`config.mk`:
```
export PLATFORM = sky130hd
export DESIGN_NAME = odc_output_divider_config_regs
export DESIGN_NICKNAME = d
export VERILOG_FILES = /design/src/hdl/odc_output_divider_config_regs.v
export VERILOG_INCLUDE_DIRS = /design/src /design/src/inc
export SDC_FILE = /design/constraint.sdc
export NUM_CORES = 1
export LEC_CHECK = 0
export BUFFER_PORTS_ARGS = -buffer_cell sky130_fd_sc_hd__buf_2
export CORE_MARGIN = 2
export CORE_UTILIZATION = 53
export CTS_CLUSTER_DIAMETER = 150
export DETAILED_ROUTE_END_ITERATION = 8
export GPL_TIMING_DRIVEN = 1
export PLACE_DENSITY = 0.78
export SYNTH_ARGS = -nofsm -noshare
export SYNTH_HDL_FRONTEND = slang
export SYNTH_SLANG_ARGS = --single-unit
```
`constraint.sdc`:
```
create_clock -name sys_clk -period 1.39 [get_ports sys_clk]
set_clock_uncertainty 0.05 [all_clocks]
set_input_delay 0.0695 -clock sys_clk [delete_from_list [all_inputs] [get_ports sys_clk]]
set_output_delay 0.0695 -clock sys_clk [all_outputs]
set_load 0.01 [all_outputs]
```
`src/inc/odc_defines.vh`:
```
/*
  Constants for the output divider configuration register bank:
  register indices, field positions, field codes and reset values.
  Assumes inclusion by bare name from the design files.
*/
`ifndef ODC_DEFINES_VH
`define ODC_DEFINES_VH

// Register indices on the configuration port
`define ODC_ADDR_W 5
`define ODC_DATA_W 16
`define ODC_IDX_INT_FRAC_HI 5'h0D
`define ODC_IDX_FRAC_LO 5'h0E
`define ODC_IDX_CHB_CTRL 5'h0F

// Reset value of every register
`define ODC_RST_VAL 16'h0000

// Reset values and steps of the decoded settings
`define ODC_RATIO_RST 9'h001
`define ODC_DIV_STEP 9'h001
`define ODC_FRAC_RST 20'h00000
`define ODC_FLAG_CLR 1'h0
`define ODC_FLAG_SET 1'h1

// Integer divider and upper fraction fields
`define ODC_INTDIV_HI 11
`define ODC_INTDIV_LO 4
`define ODC_FRACHI_HI 3
`define ODC_FRACHI_LO 0
`define ODC_INT_FRAC_HI_MASK 16'h0FFF
`define ODC_FRAC_LO_MASK 16'hFFFF

// Channel b control fields
`define ODC_PRE_HI 12
`define ODC_PRE_LO 10
`define ODC_FRACEN_BIT 9
`define ODC_SLEW_BIT 8
`define ODC_NEG_BIT 7
`define ODC_POS_BIT 6
`define ODC_DRV_HI 4
`define ODC_DRV_LO 3
`define ODC_MODE_HI 2
`define ODC_MODE_LO 1
`define ODC_SUPPLY_BIT 0
`define ODC_CHB_CTRL_MASK 16'h1FDF

// Prescale codes and resulting ratios
`define ODC_PRE_DIV2 3'h0
`define ODC_PRE_DIV3 3'h1
`define ODC_PRE_DIV1 3'h7
`define ODC_RATIO_1 2'h1
`define ODC_RATIO_2 2'h2
`define ODC_RATIO_3 2'h3
`define ODC_RATIO_BAD 2'h0

// Driver types
`define ODC_DRV_LVDS 2'h0
`define ODC_DRV_LVCMOS 2'h2
`define ODC_DRV_HCSL 2'h3
`define ODC_ONEHOT_LVDS 3'h4
`define ODC_ONEHOT_LVCMOS 3'h2
`define ODC_ONEHOT_HCSL 3'h1

// Output modes
`define ODC_MODE_OFF 2'h0
`define ODC_MODE_CLOCK 2'h1
`define ODC_MODE_LOW 2'h2
`define ODC_MODE_HIGH 2'h3

`endif

```
`src/hdl/odc_output_divider_config_regs.v`:
```
/*
  Register bank for two output clock channels: channel a integer divider and
  20-bit fraction word, channel b control. Decoded settings drive the clock
  path as registered outputs, each straight from a flip-flop.
  Reserved bit positions are dropped on write and always read back as zero.
  A reserved prescale code is flagged rather than silently replaced when the fractional divider is enabled.

  Assumes the serial port logic delivers one-cycle write and read strobes
  with a register index and 16-bit data, all on sys_clk, so no input needs
  a synchroniser. Read data comes back through a registered port one cycle
  after the read strobe, with a one-cycle valid pulse.
  Assumes the host keeps reserved bits zero and sets the negative side
  enable only together with the positive side enable.
  Assumes rst_n is asynchronous and active low; every register clears except divide ratio, prescale ratio and LVDS select, which reset to one.
  The clock path samples the decoded settings on sys_clk as well.
*/
`include "odc_defines.vh"

module odc_output_divider_config_regs (
  input wire sys_clk,
  input wire rst_n,
  input wire cfg_wr_stb,
  input wire cfg_rd_stb,
  input wire [`ODC_ADDR_W-1:0] cfg_addr,
  input wire [`ODC_DATA_W-1:0] cfg_wdata,
  output reg [`ODC_DATA_W-1:0] cfg_rdata_ff,
  output reg cfg_rd_valid_ff,
  output reg cfg_addr_err_ff,
  output reg [8:0] chan_a_divide_ratio_ff,
  output reg [19:0] chan_a_fraction_word_ff,
  output reg [1:0] chan_b_prescale_ratio_ff,
  output reg chan_b_prescale_bad_ff,
  output reg chan_b_fraction_enable_ff,
  output reg chan_b_single_ended_slew_ff,
  output reg chan_b_positive_side_enable_ff,
  output reg chan_b_negative_side_enable_ff,
  output reg chan_b_lvds_sel_ff,
  output reg chan_b_lvcmos_sel_ff,
  output reg chan_b_hcsl_sel_ff,
  output reg chan_b_clock_run_ff,
  output reg chan_b_static_drive_ff,
  output reg chan_b_static_level_ff,
  output reg chan_b_supply_select_ff
);

  reg [`ODC_DATA_W-1:0] int_frac_hi_ff;
  reg [`ODC_DATA_W-1:0] frac_lo_ff;
  reg [`ODC_DATA_W-1:0] chb_ctrl_ff;
  reg [`ODC_DATA_W-1:0] nxt_rdata;
  reg nxt_addr_err;
  wire [7:0] chan_a_integer_divider;
  wire [2:0] chan_b_prescale_select;
  wire chan_b_fraction_enable_bit;
  wire [1:0] chan_b_driver_type;
  wire [1:0] chan_b_output_mode;

  // Index decode, shared by write and read paths
  function is_mapped;
    input [`ODC_ADDR_W-1:0] idx;
    begin
      is_mapped = (idx == `ODC_IDX_INT_FRAC_HI) || (idx == `ODC_IDX_FRAC_LO) ||
                  (idx == `ODC_IDX_CHB_CTRL);
    end
  endfunction

  // Prescale code to ratio; zero marks a reserved code
  function [1:0] prescale_ratio;
    input [2:0] code;
    begin
      case (code)
        `ODC_PRE_DIV2: prescale_ratio = `ODC_RATIO_2;
        `ODC_PRE_DIV3: prescale_ratio = `ODC_RATIO_3;
        `ODC_PRE_DIV1: prescale_ratio = `ODC_RATIO_1;
        default: prescale_ratio = `ODC_RATIO_BAD;
      endcase
    end
  endfunction

  // Field views of the stored registers
  assign chan_a_integer_divider = int_frac_hi_ff[`ODC_INTDIV_HI:`ODC_INTDIV_LO];
  assign chan_b_prescale_select = chb_ctrl_ff[`ODC_PRE_HI:`ODC_PRE_LO];
  assign chan_b_fraction_enable_bit = chb_ctrl_ff[`ODC_FRACEN_BIT];
  assign chan_b_driver_type = chb_ctrl_ff[`ODC_DRV_HI:`ODC_DRV_LO];
  assign chan_b_output_mode = chb_ctrl_ff[`ODC_MODE_HI:`ODC_MODE_LO];

  // Register storage; reserved bits are masked so they always read zero
  always @(posedge sys_clk or negedge rst_n)
  begin
    if (!rst_n)
    begin
      int_frac_hi_ff <= `ODC_RST_VAL;
      frac_lo_ff <= `ODC_RST_VAL;
      chb_ctrl_ff <= `ODC_RST_VAL;
    end
    else if (cfg_wr_stb)
    begin
      case (cfg_addr)
        `ODC_IDX_INT_FRAC_HI: int_frac_hi_ff <= cfg_wdata & `ODC_INT_FRAC_HI_MASK;
        `ODC_IDX_FRAC_LO: frac_lo_ff <= cfg_wdata & `ODC_FRAC_LO_MASK;
        `ODC_IDX_CHB_CTRL: chb_ctrl_ff <= cfg_wdata & `ODC_CHB_CTRL_MASK;
        default: chb_ctrl_ff <= chb_ctrl_ff;
      endcase
    end
  end

  // Read mux
  always @*
  begin
    nxt_rdata = `ODC_RST_VAL;
    nxt_addr_err = !is_mapped(cfg_addr);
    case (cfg_addr)
      `ODC_IDX_INT_FRAC_HI: nxt_rdata = int_frac_hi_ff;
      `ODC_IDX_FRAC_LO: nxt_rdata = frac_lo_ff;
      `ODC_IDX_CHB_CTRL: nxt_rdata = chb_ctrl_ff;
      default: nxt_rdata = `ODC_RST_VAL;
    endcase
  end

  // Registered read answer, one cycle after the strobe
  always @(posedge sys_clk or negedge rst_n)
  begin
    if (!rst_n)
    begin
      cfg_rdata_ff <= `ODC_RST_VAL;
      cfg_rd_valid_ff <= 1'b0;
      cfg_addr_err_ff <= 1'b0;
    end
    else
    begin
      cfg_rd_valid_ff <= cfg_rd_stb;
      cfg_addr_err_ff <= (cfg_rd_stb | cfg_wr_stb) & nxt_addr_err;
      if (cfg_rd_stb)
        cfg_rdata_ff <= nxt_rdata;
    end
  end

  // Next values of the decoded settings, worked out from the stored registers
  // one cycle before they reach the output flip-flops
  reg [8:0] nxt_divide_ratio;
  reg [19:0] nxt_fraction_word;
  reg [1:0] nxt_prescale_ratio;
  reg nxt_prescale_bad;
  reg [2:0] nxt_driver_onehot;
  reg nxt_clock_run;
  reg nxt_static_drive;
  reg nxt_static_level;
  reg nxt_negative_side;

  // Driver type to one-hot {lvds, lvcmos, hcsl}; both low codes mean LVDS
  function [2:0] driver_onehot;
    input [1:0] code;
    begin
      case (code)
        `ODC_DRV_LVCMOS: driver_onehot = `ODC_ONEHOT_LVCMOS;
        `ODC_DRV_HCSL: driver_onehot = `ODC_ONEHOT_HCSL;
        default: driver_onehot = `ODC_ONEHOT_LVDS;
      endcase
    end
  endfunction

  // Channel a ratio and fraction word; the ratio is one bit wider than the
  // field so that the largest code plus one still fits
  always @*
  begin
    nxt_divide_ratio = {1'h0, chan_a_integer_divider} + `ODC_DIV_STEP;
    nxt_fraction_word = {int_frac_hi_ff[`ODC_FRACHI_HI:`ODC_FRACHI_LO], frac_lo_ff};
  end

  // Prescale ratio; bypass forces unity while the fractional divider is off,
  // so a reserved code left in a disabled channel raises no flag
  always @*
  begin
    nxt_prescale_ratio = `ODC_RATIO_1;
    nxt_prescale_bad = `ODC_FLAG_CLR;
    if (chan_b_fraction_enable_bit)
    begin
      nxt_prescale_ratio = prescale_ratio(chan_b_prescale_select);
      nxt_prescale_bad = (nxt_prescale_ratio == `ODC_RATIO_BAD);
    end
  end

  // Output stage selection: driver type, run or static mode, side enables
  always @*
  begin
    nxt_driver_onehot = driver_onehot(chan_b_driver_type);
    nxt_clock_run = (chan_b_output_mode == `ODC_MODE_CLOCK);
    nxt_static_drive = (chan_b_output_mode == `ODC_MODE_LOW) || (chan_b_output_mode == `ODC_MODE_HIGH);
    nxt_static_level = (chan_b_output_mode == `ODC_MODE_HIGH);
    // Negative side only follows when the positive side is on, even if the
    // host breaks its duty and sets it alone
    nxt_negative_side = chb_ctrl_ff[`ODC_NEG_BIT] & chb_ctrl_ff[`ODC_POS_BIT];
  end

  // Channel a divider settings toward the clock path; a write shows here
  // two edges after its strobe
  always @(posedge sys_clk or negedge rst_n)
  begin
    if (!rst_n)
    begin
      chan_a_divide_ratio_ff <= `ODC_RATIO_RST;
      chan_a_fraction_word_ff <= `ODC_FRAC_RST;
    end
    else
    begin
      chan_a_divide_ratio_ff <= nxt_divide_ratio;
      chan_a_fraction_word_ff <= nxt_fraction_word;
    end
  end

  // Channel b prescale ratio and reserved-code flag
  always @(posedge sys_clk or negedge rst_n)
  begin
    if (!rst_n)
    begin
      chan_b_prescale_ratio_ff <= `ODC_RATIO_1;
      chan_b_prescale_bad_ff <= `ODC_FLAG_CLR;
    end
    else
    begin
      chan_b_prescale_ratio_ff <= nxt_prescale_ratio;
      chan_b_prescale_bad_ff <= nxt_prescale_bad;
    end
  end

  // Channel b fractional enable and single-ended slew
  always @(posedge sys_clk or negedge rst_n)
  begin
    if (!rst_n)
    begin
      chan_b_fraction_enable_ff <= `ODC_FLAG_CLR;
      chan_b_single_ended_slew_ff <= `ODC_FLAG_CLR;
    end
    else
    begin
      chan_b_fraction_enable_ff <= chan_b_fraction_enable_bit;
      chan_b_single_ended_slew_ff <= chb_ctrl_ff[`ODC_SLEW_BIT];
    end
  end

  // Channel b single-ended side enables and supply selection; both sides
  // come up off after reset
  always @(posedge sys_clk or negedge rst_n)
  begin
    if (!rst_n)
    begin
      chan_b_positive_side_enable_ff <= `ODC_FLAG_CLR;
      chan_b_negative_side_enable_ff <= `ODC_FLAG_CLR;
      chan_b_supply_select_ff <= `ODC_FLAG_CLR;
    end
    else
    begin
      chan_b_positive_side_enable_ff <= chb_ctrl_ff[`ODC_POS_BIT];
      chan_b_negative_side_enable_ff <= nxt_negative_side;
      chan_b_supply_select_ff <= chb_ctrl_ff[`ODC_SUPPLY_BIT];
    end
  end

  // Channel b driver type, one-hot; reset matches a cleared field, which
  // selects LVDS
  always @(posedge sys_clk or negedge rst_n)
  begin
    if (!rst_n)
    begin
      chan_b_lvds_sel_ff <= `ODC_FLAG_SET;
      chan_b_lvcmos_sel_ff <= `ODC_FLAG_CLR;
      chan_b_hcsl_sel_ff <= `ODC_FLAG_CLR;
    end
    else
    begin
      {chan_b_lvds_sel_ff, chan_b_lvcmos_sel_ff, chan_b_hcsl_sel_ff} <= nxt_driver_onehot;
    end
  end

  // Channel b output mode: clock running, static drive and its level;
  // after reset the output is off
  always @(posedge sys_clk or negedge rst_n)
  begin
    if (!rst_n)
    begin
      chan_b_clock_run_ff <= `ODC_FLAG_CLR;
      chan_b_static_drive_ff <= `ODC_FLAG_CLR;
      chan_b_static_level_ff <= `ODC_FLAG_CLR;
    end
    else
    begin
      chan_b_clock_run_ff <= nxt_clock_run;
      chan_b_static_drive_ff <= nxt_static_drive;
      chan_b_static_level_ff <= nxt_static_level;
    end
  end

endmodule

```
==> metrics.md <==
| Metric | Value |
|---|---|
| Run status | finished, final reports clean |
| WL final | 7820 um |
| Clock Path Buffers | 2 |
| Data arrival, critical path | 1.49 ns |
| Area growth, synth to finish | 26.9% |
| Worst hold slack | 0.0557 ns |
| Initial antenna violation count | 0 |
| Synthesis-stage register bit count | 101 |
| Syn nets | 287 |
| Slew Viols, Final | 0 |
| Ratio of cells with drive above 1 in the final layout | 43.0% |
| CTS clock-pin slew for the worst setup and hold paths | 0.10 ns |
| Syn Inst Count | 261 |
| Final Worst Setup Slack | 0.135 ns |
| Buffers on Ports | 85 |
| # fillers | 517 |
| Iter 0 DRT Violations | 140 |
| CTS tree | yes |
| Nets | 407 |
| Die area | 7860 um2 |
| # clock sinks | 101 |
| CP max-delay cell | dfrtp_1 |
| Final Cycle Share | 90.3% |
| Core Util, Final | 70.1% |
| Tmin final | 1.25 ns |
| Xor and xnor area share after synthesis | 1.38% |
| Core Box Area | 6870 um2 |
| Post-synthesis async set-or-reset flop share | 100% |
| Final hold violation count | 0 |
| Leading cell type in the layout, fill and taps excluded | dfrtp_1 |
| Pin count of the biggest net entering global routing | 34 |
| Hold/Removal Path Class | input port to flip-flop |
| Largest family of logic cells by synthesized area | multiplexers |
| IO Count | 86 |
| Critical path buffers and inverters | 0 |
| GPL Wtd Cong | 0.802 |
| Synth Area in Compound Gates | 5.73% |
| Top delay family on crit path | flip-flops |
| Die width | 88.6 um |
| Gr usage total | 21.5% |
| Routed vias/inst | 5.08 |
| Mapped Avg Cell Area | 14.5 um2 |
| Sequential area share after synthesis | 66.7% |
| Critical-path cell list | ha_1, nand3_1, nor2_1, xor2_1 |
| CTS root buf | clkbuf_8 |
| Vias | 2,449 |
| Cell area after synthesis | 3800 um2 |
| Synth Area in Adders | 0.329% |
| Peak supply drop | 762 uV |
| H-tree Lvls | 3 |
| Die height | 88.6 um |
| CP required | 1.63 ns |
| Max transition margin | 54.1% |
| TritonRoute pass-1 iters | 4 |
| Ys flop type | dfrtp_1 |
| Number of diodes | 0 |
| Pre-CTS WS | -0.0357 ns |
| Post-synthesis simple-gate area fraction | 8.07% |
| Synth area leaders | dfrtp_1 65%, mux2_4 7.9%, mux2_2 5.6% |
| Final setup vio count | 0 |
| FMAX | 0.797 GHz |
| DP Cell Count | 448 |
| Gr ovfl total | 0 |
| Post-synth top area cell | dfrtp_1 |
| EDFF count, synth | 0 |
| TritonCTS buffer count | 9 |
| Starting Density | 55.3% |
| Routed WL per cell | 16.2 um |
| Area share of the largest cell type after synthesis | 64.6% |
| Cell Rows | 30 |
| CP max stage delay | 0.42 ns |
| Final Non-Filler Cells | 482 |
| Setup CP Type | flip-flop to flip-flop |
| Worst-Margin Slew | 0.687 ns |
| CP startpoint kind | flip-flop |
| Most frequent cells in the layout | 97 x dfrtp_1, 84 x buf_2, 20 x mux2_4, 19 x mux2_2, 18 x dlygate4sd3_1 |
| Mux cell area share after synthesis | 14.9% |
| Routed Antenna Nets | 0 |
| Via count of the first global-routing pass | 2,411 |
| CP endpoint kind | flip-flop |
| Cell Pwr Density | 1380 nW/um2 |
| Syn. warnings | 0 |
| Crit-path max FO | 5 |
| Unrepaired setup endpoints after global routing | no |
| Worst-skew pair later-pin latency | 0.36 ns |
| First-pass GRT wire length | 12,400 um |
| Distinct cell type count after synthesis | 36 |
| Hpwl dp | 5250 um |
| DR DRC count | 0 |
| Total power | 6.63 mW |
| Leakage | 2.42 nW |
| Max_cap viols | 0 |
## worst paths after layout
check / slack, ns / cells after the start / to / startpoint
worst max-delay path: 0.14 / 4 / chan_a_divide_ratio_ff[6]$_DFF_PN0_ / int_frac_hi_ff[5]$_DFFE_PN0P_
worst min-delay path: 0.06 / 2 / cfg_rd_valid_ff$_DFF_PN0_ / cfg_rd_stb
worst max register to register: 0.14 / 4 / chan_a_divide_ratio_ff[6]$_DFF_PN0_ / int_frac_hi_ff[5]$_DFFE_PN0P_
worst min register to register: 0.35 / 0 / chan_a_fraction_word_ff[11]$_DFF_PN0_ / frac_lo_ff[11]$_DFFE_PN0P_
max in group asynchronous: 0.67 / 3 / chb_ctrl_ff[2]$_DFFE_PN0P_ / rst_n
min in group asynchronous: 0.12 / 2 / chan_b_prescale_ratio_ff[1]$_DFF_PN0_ / rst_n
## cell type report
cell class / instances / area (um2) / area share (%)
Clock buffer: 9 / 124 / 2.57
Timing Repair Buffer: 119 / 766 / 15.9
Inverter: 11 / 41.3 / 0.857
Multi-Input combinational cell: 139 / 1150 / 23.9
Tap cell: 96 / 120 / 2.49
Clock inverter: 7 / 80.1 / 1.66
Sequential cell: 101 / 2530 / 52.6
## per-layer routing
metal / wire length [um] / global-route usage (%)
met5: 0 / 0
met4: 131 / 9.23
met3: 491 / 3.26
met2: 3780 / 32.1
met1: 3410 / 31.7
## synthesized netlist by cell type (2+ instances only)
cell      count
dfrtp_1      98
mux2_4       20
mux2_2       19
nor2_1       14
a21oi_1      12
o21ai_0      12
inv_1        11
nor2b_1       8
a22oi_1       7
nand2_1       6
o22ai_1       6
and2_1        5
mux2i_1       5
nand3_1       5
xnor2_1       4
clkbuf_1      3
dfstp_2       3
buf_2         2
buf_4         2
nand3b_1      2
xor2_1        2
## through the flow
step / TNS (ns) / cell area (um2)
3_3_place_gp: 0 / 4430
6_report: 0 / 4820
5_1_grt: 0 / 4820
3_5_place_dp: -0.167 / 4430
2_1_floorplan: 0 / 3800
4_1_cts: 0 / 4820
## flip-flops by register name, summed over array words and instances, names as in the netlist, 2 cells and up
name and flops:
int_frac_hi_ff 12, chan_b_prescale_ratio_ff 2, chan_a_fraction_word_ff 20, chan_a_divide_ratio_ff 9, chb_ctrl_ff 12, frac_lo_ff 16, cfg_rdata_ff 16
## power by group
| part | total (mW) | internal, mW | switching (mW) | leakage, nW |
|---|---|---|---|---|
| registers | 3.71 | 3.42 | 0.289 | 1.30 |
| clock network | 1.89 | 0.858 | 1.03 | 0.102 |
| logic | 1.04 | 0.562 | 0.473 | 1.02 |
## logic make-up after synthesis
kind of cell             count (synthesis)
adder cells (fa/ha/maj)                  1
XOR/XNOR                                 6
multiplexers                            44
flip-flops                             101
AO/OA/AOI/OAI                           38
buffers and inverters                   21
AND/OR/NAND/NOR                         50
## worst register-to-register path, delay by kind of cell, from the launching register on
kind,cells,cell delay (ns)
flip-flops,1,0.42
AND/OR/NAND/NOR,2,0.33
adder cells (fa/ha/maj),1,0.20
XOR/XNOR,1,0.18
## timing repair
action	4_1_cts	5_1_grt
setup buffers	0	0
setup endpoints to repair	0	1
gates resized for setup	0	1
hold buffers	18	0
endpoints found under the hold margin	142	0
(Power assumes the default switching activity.)
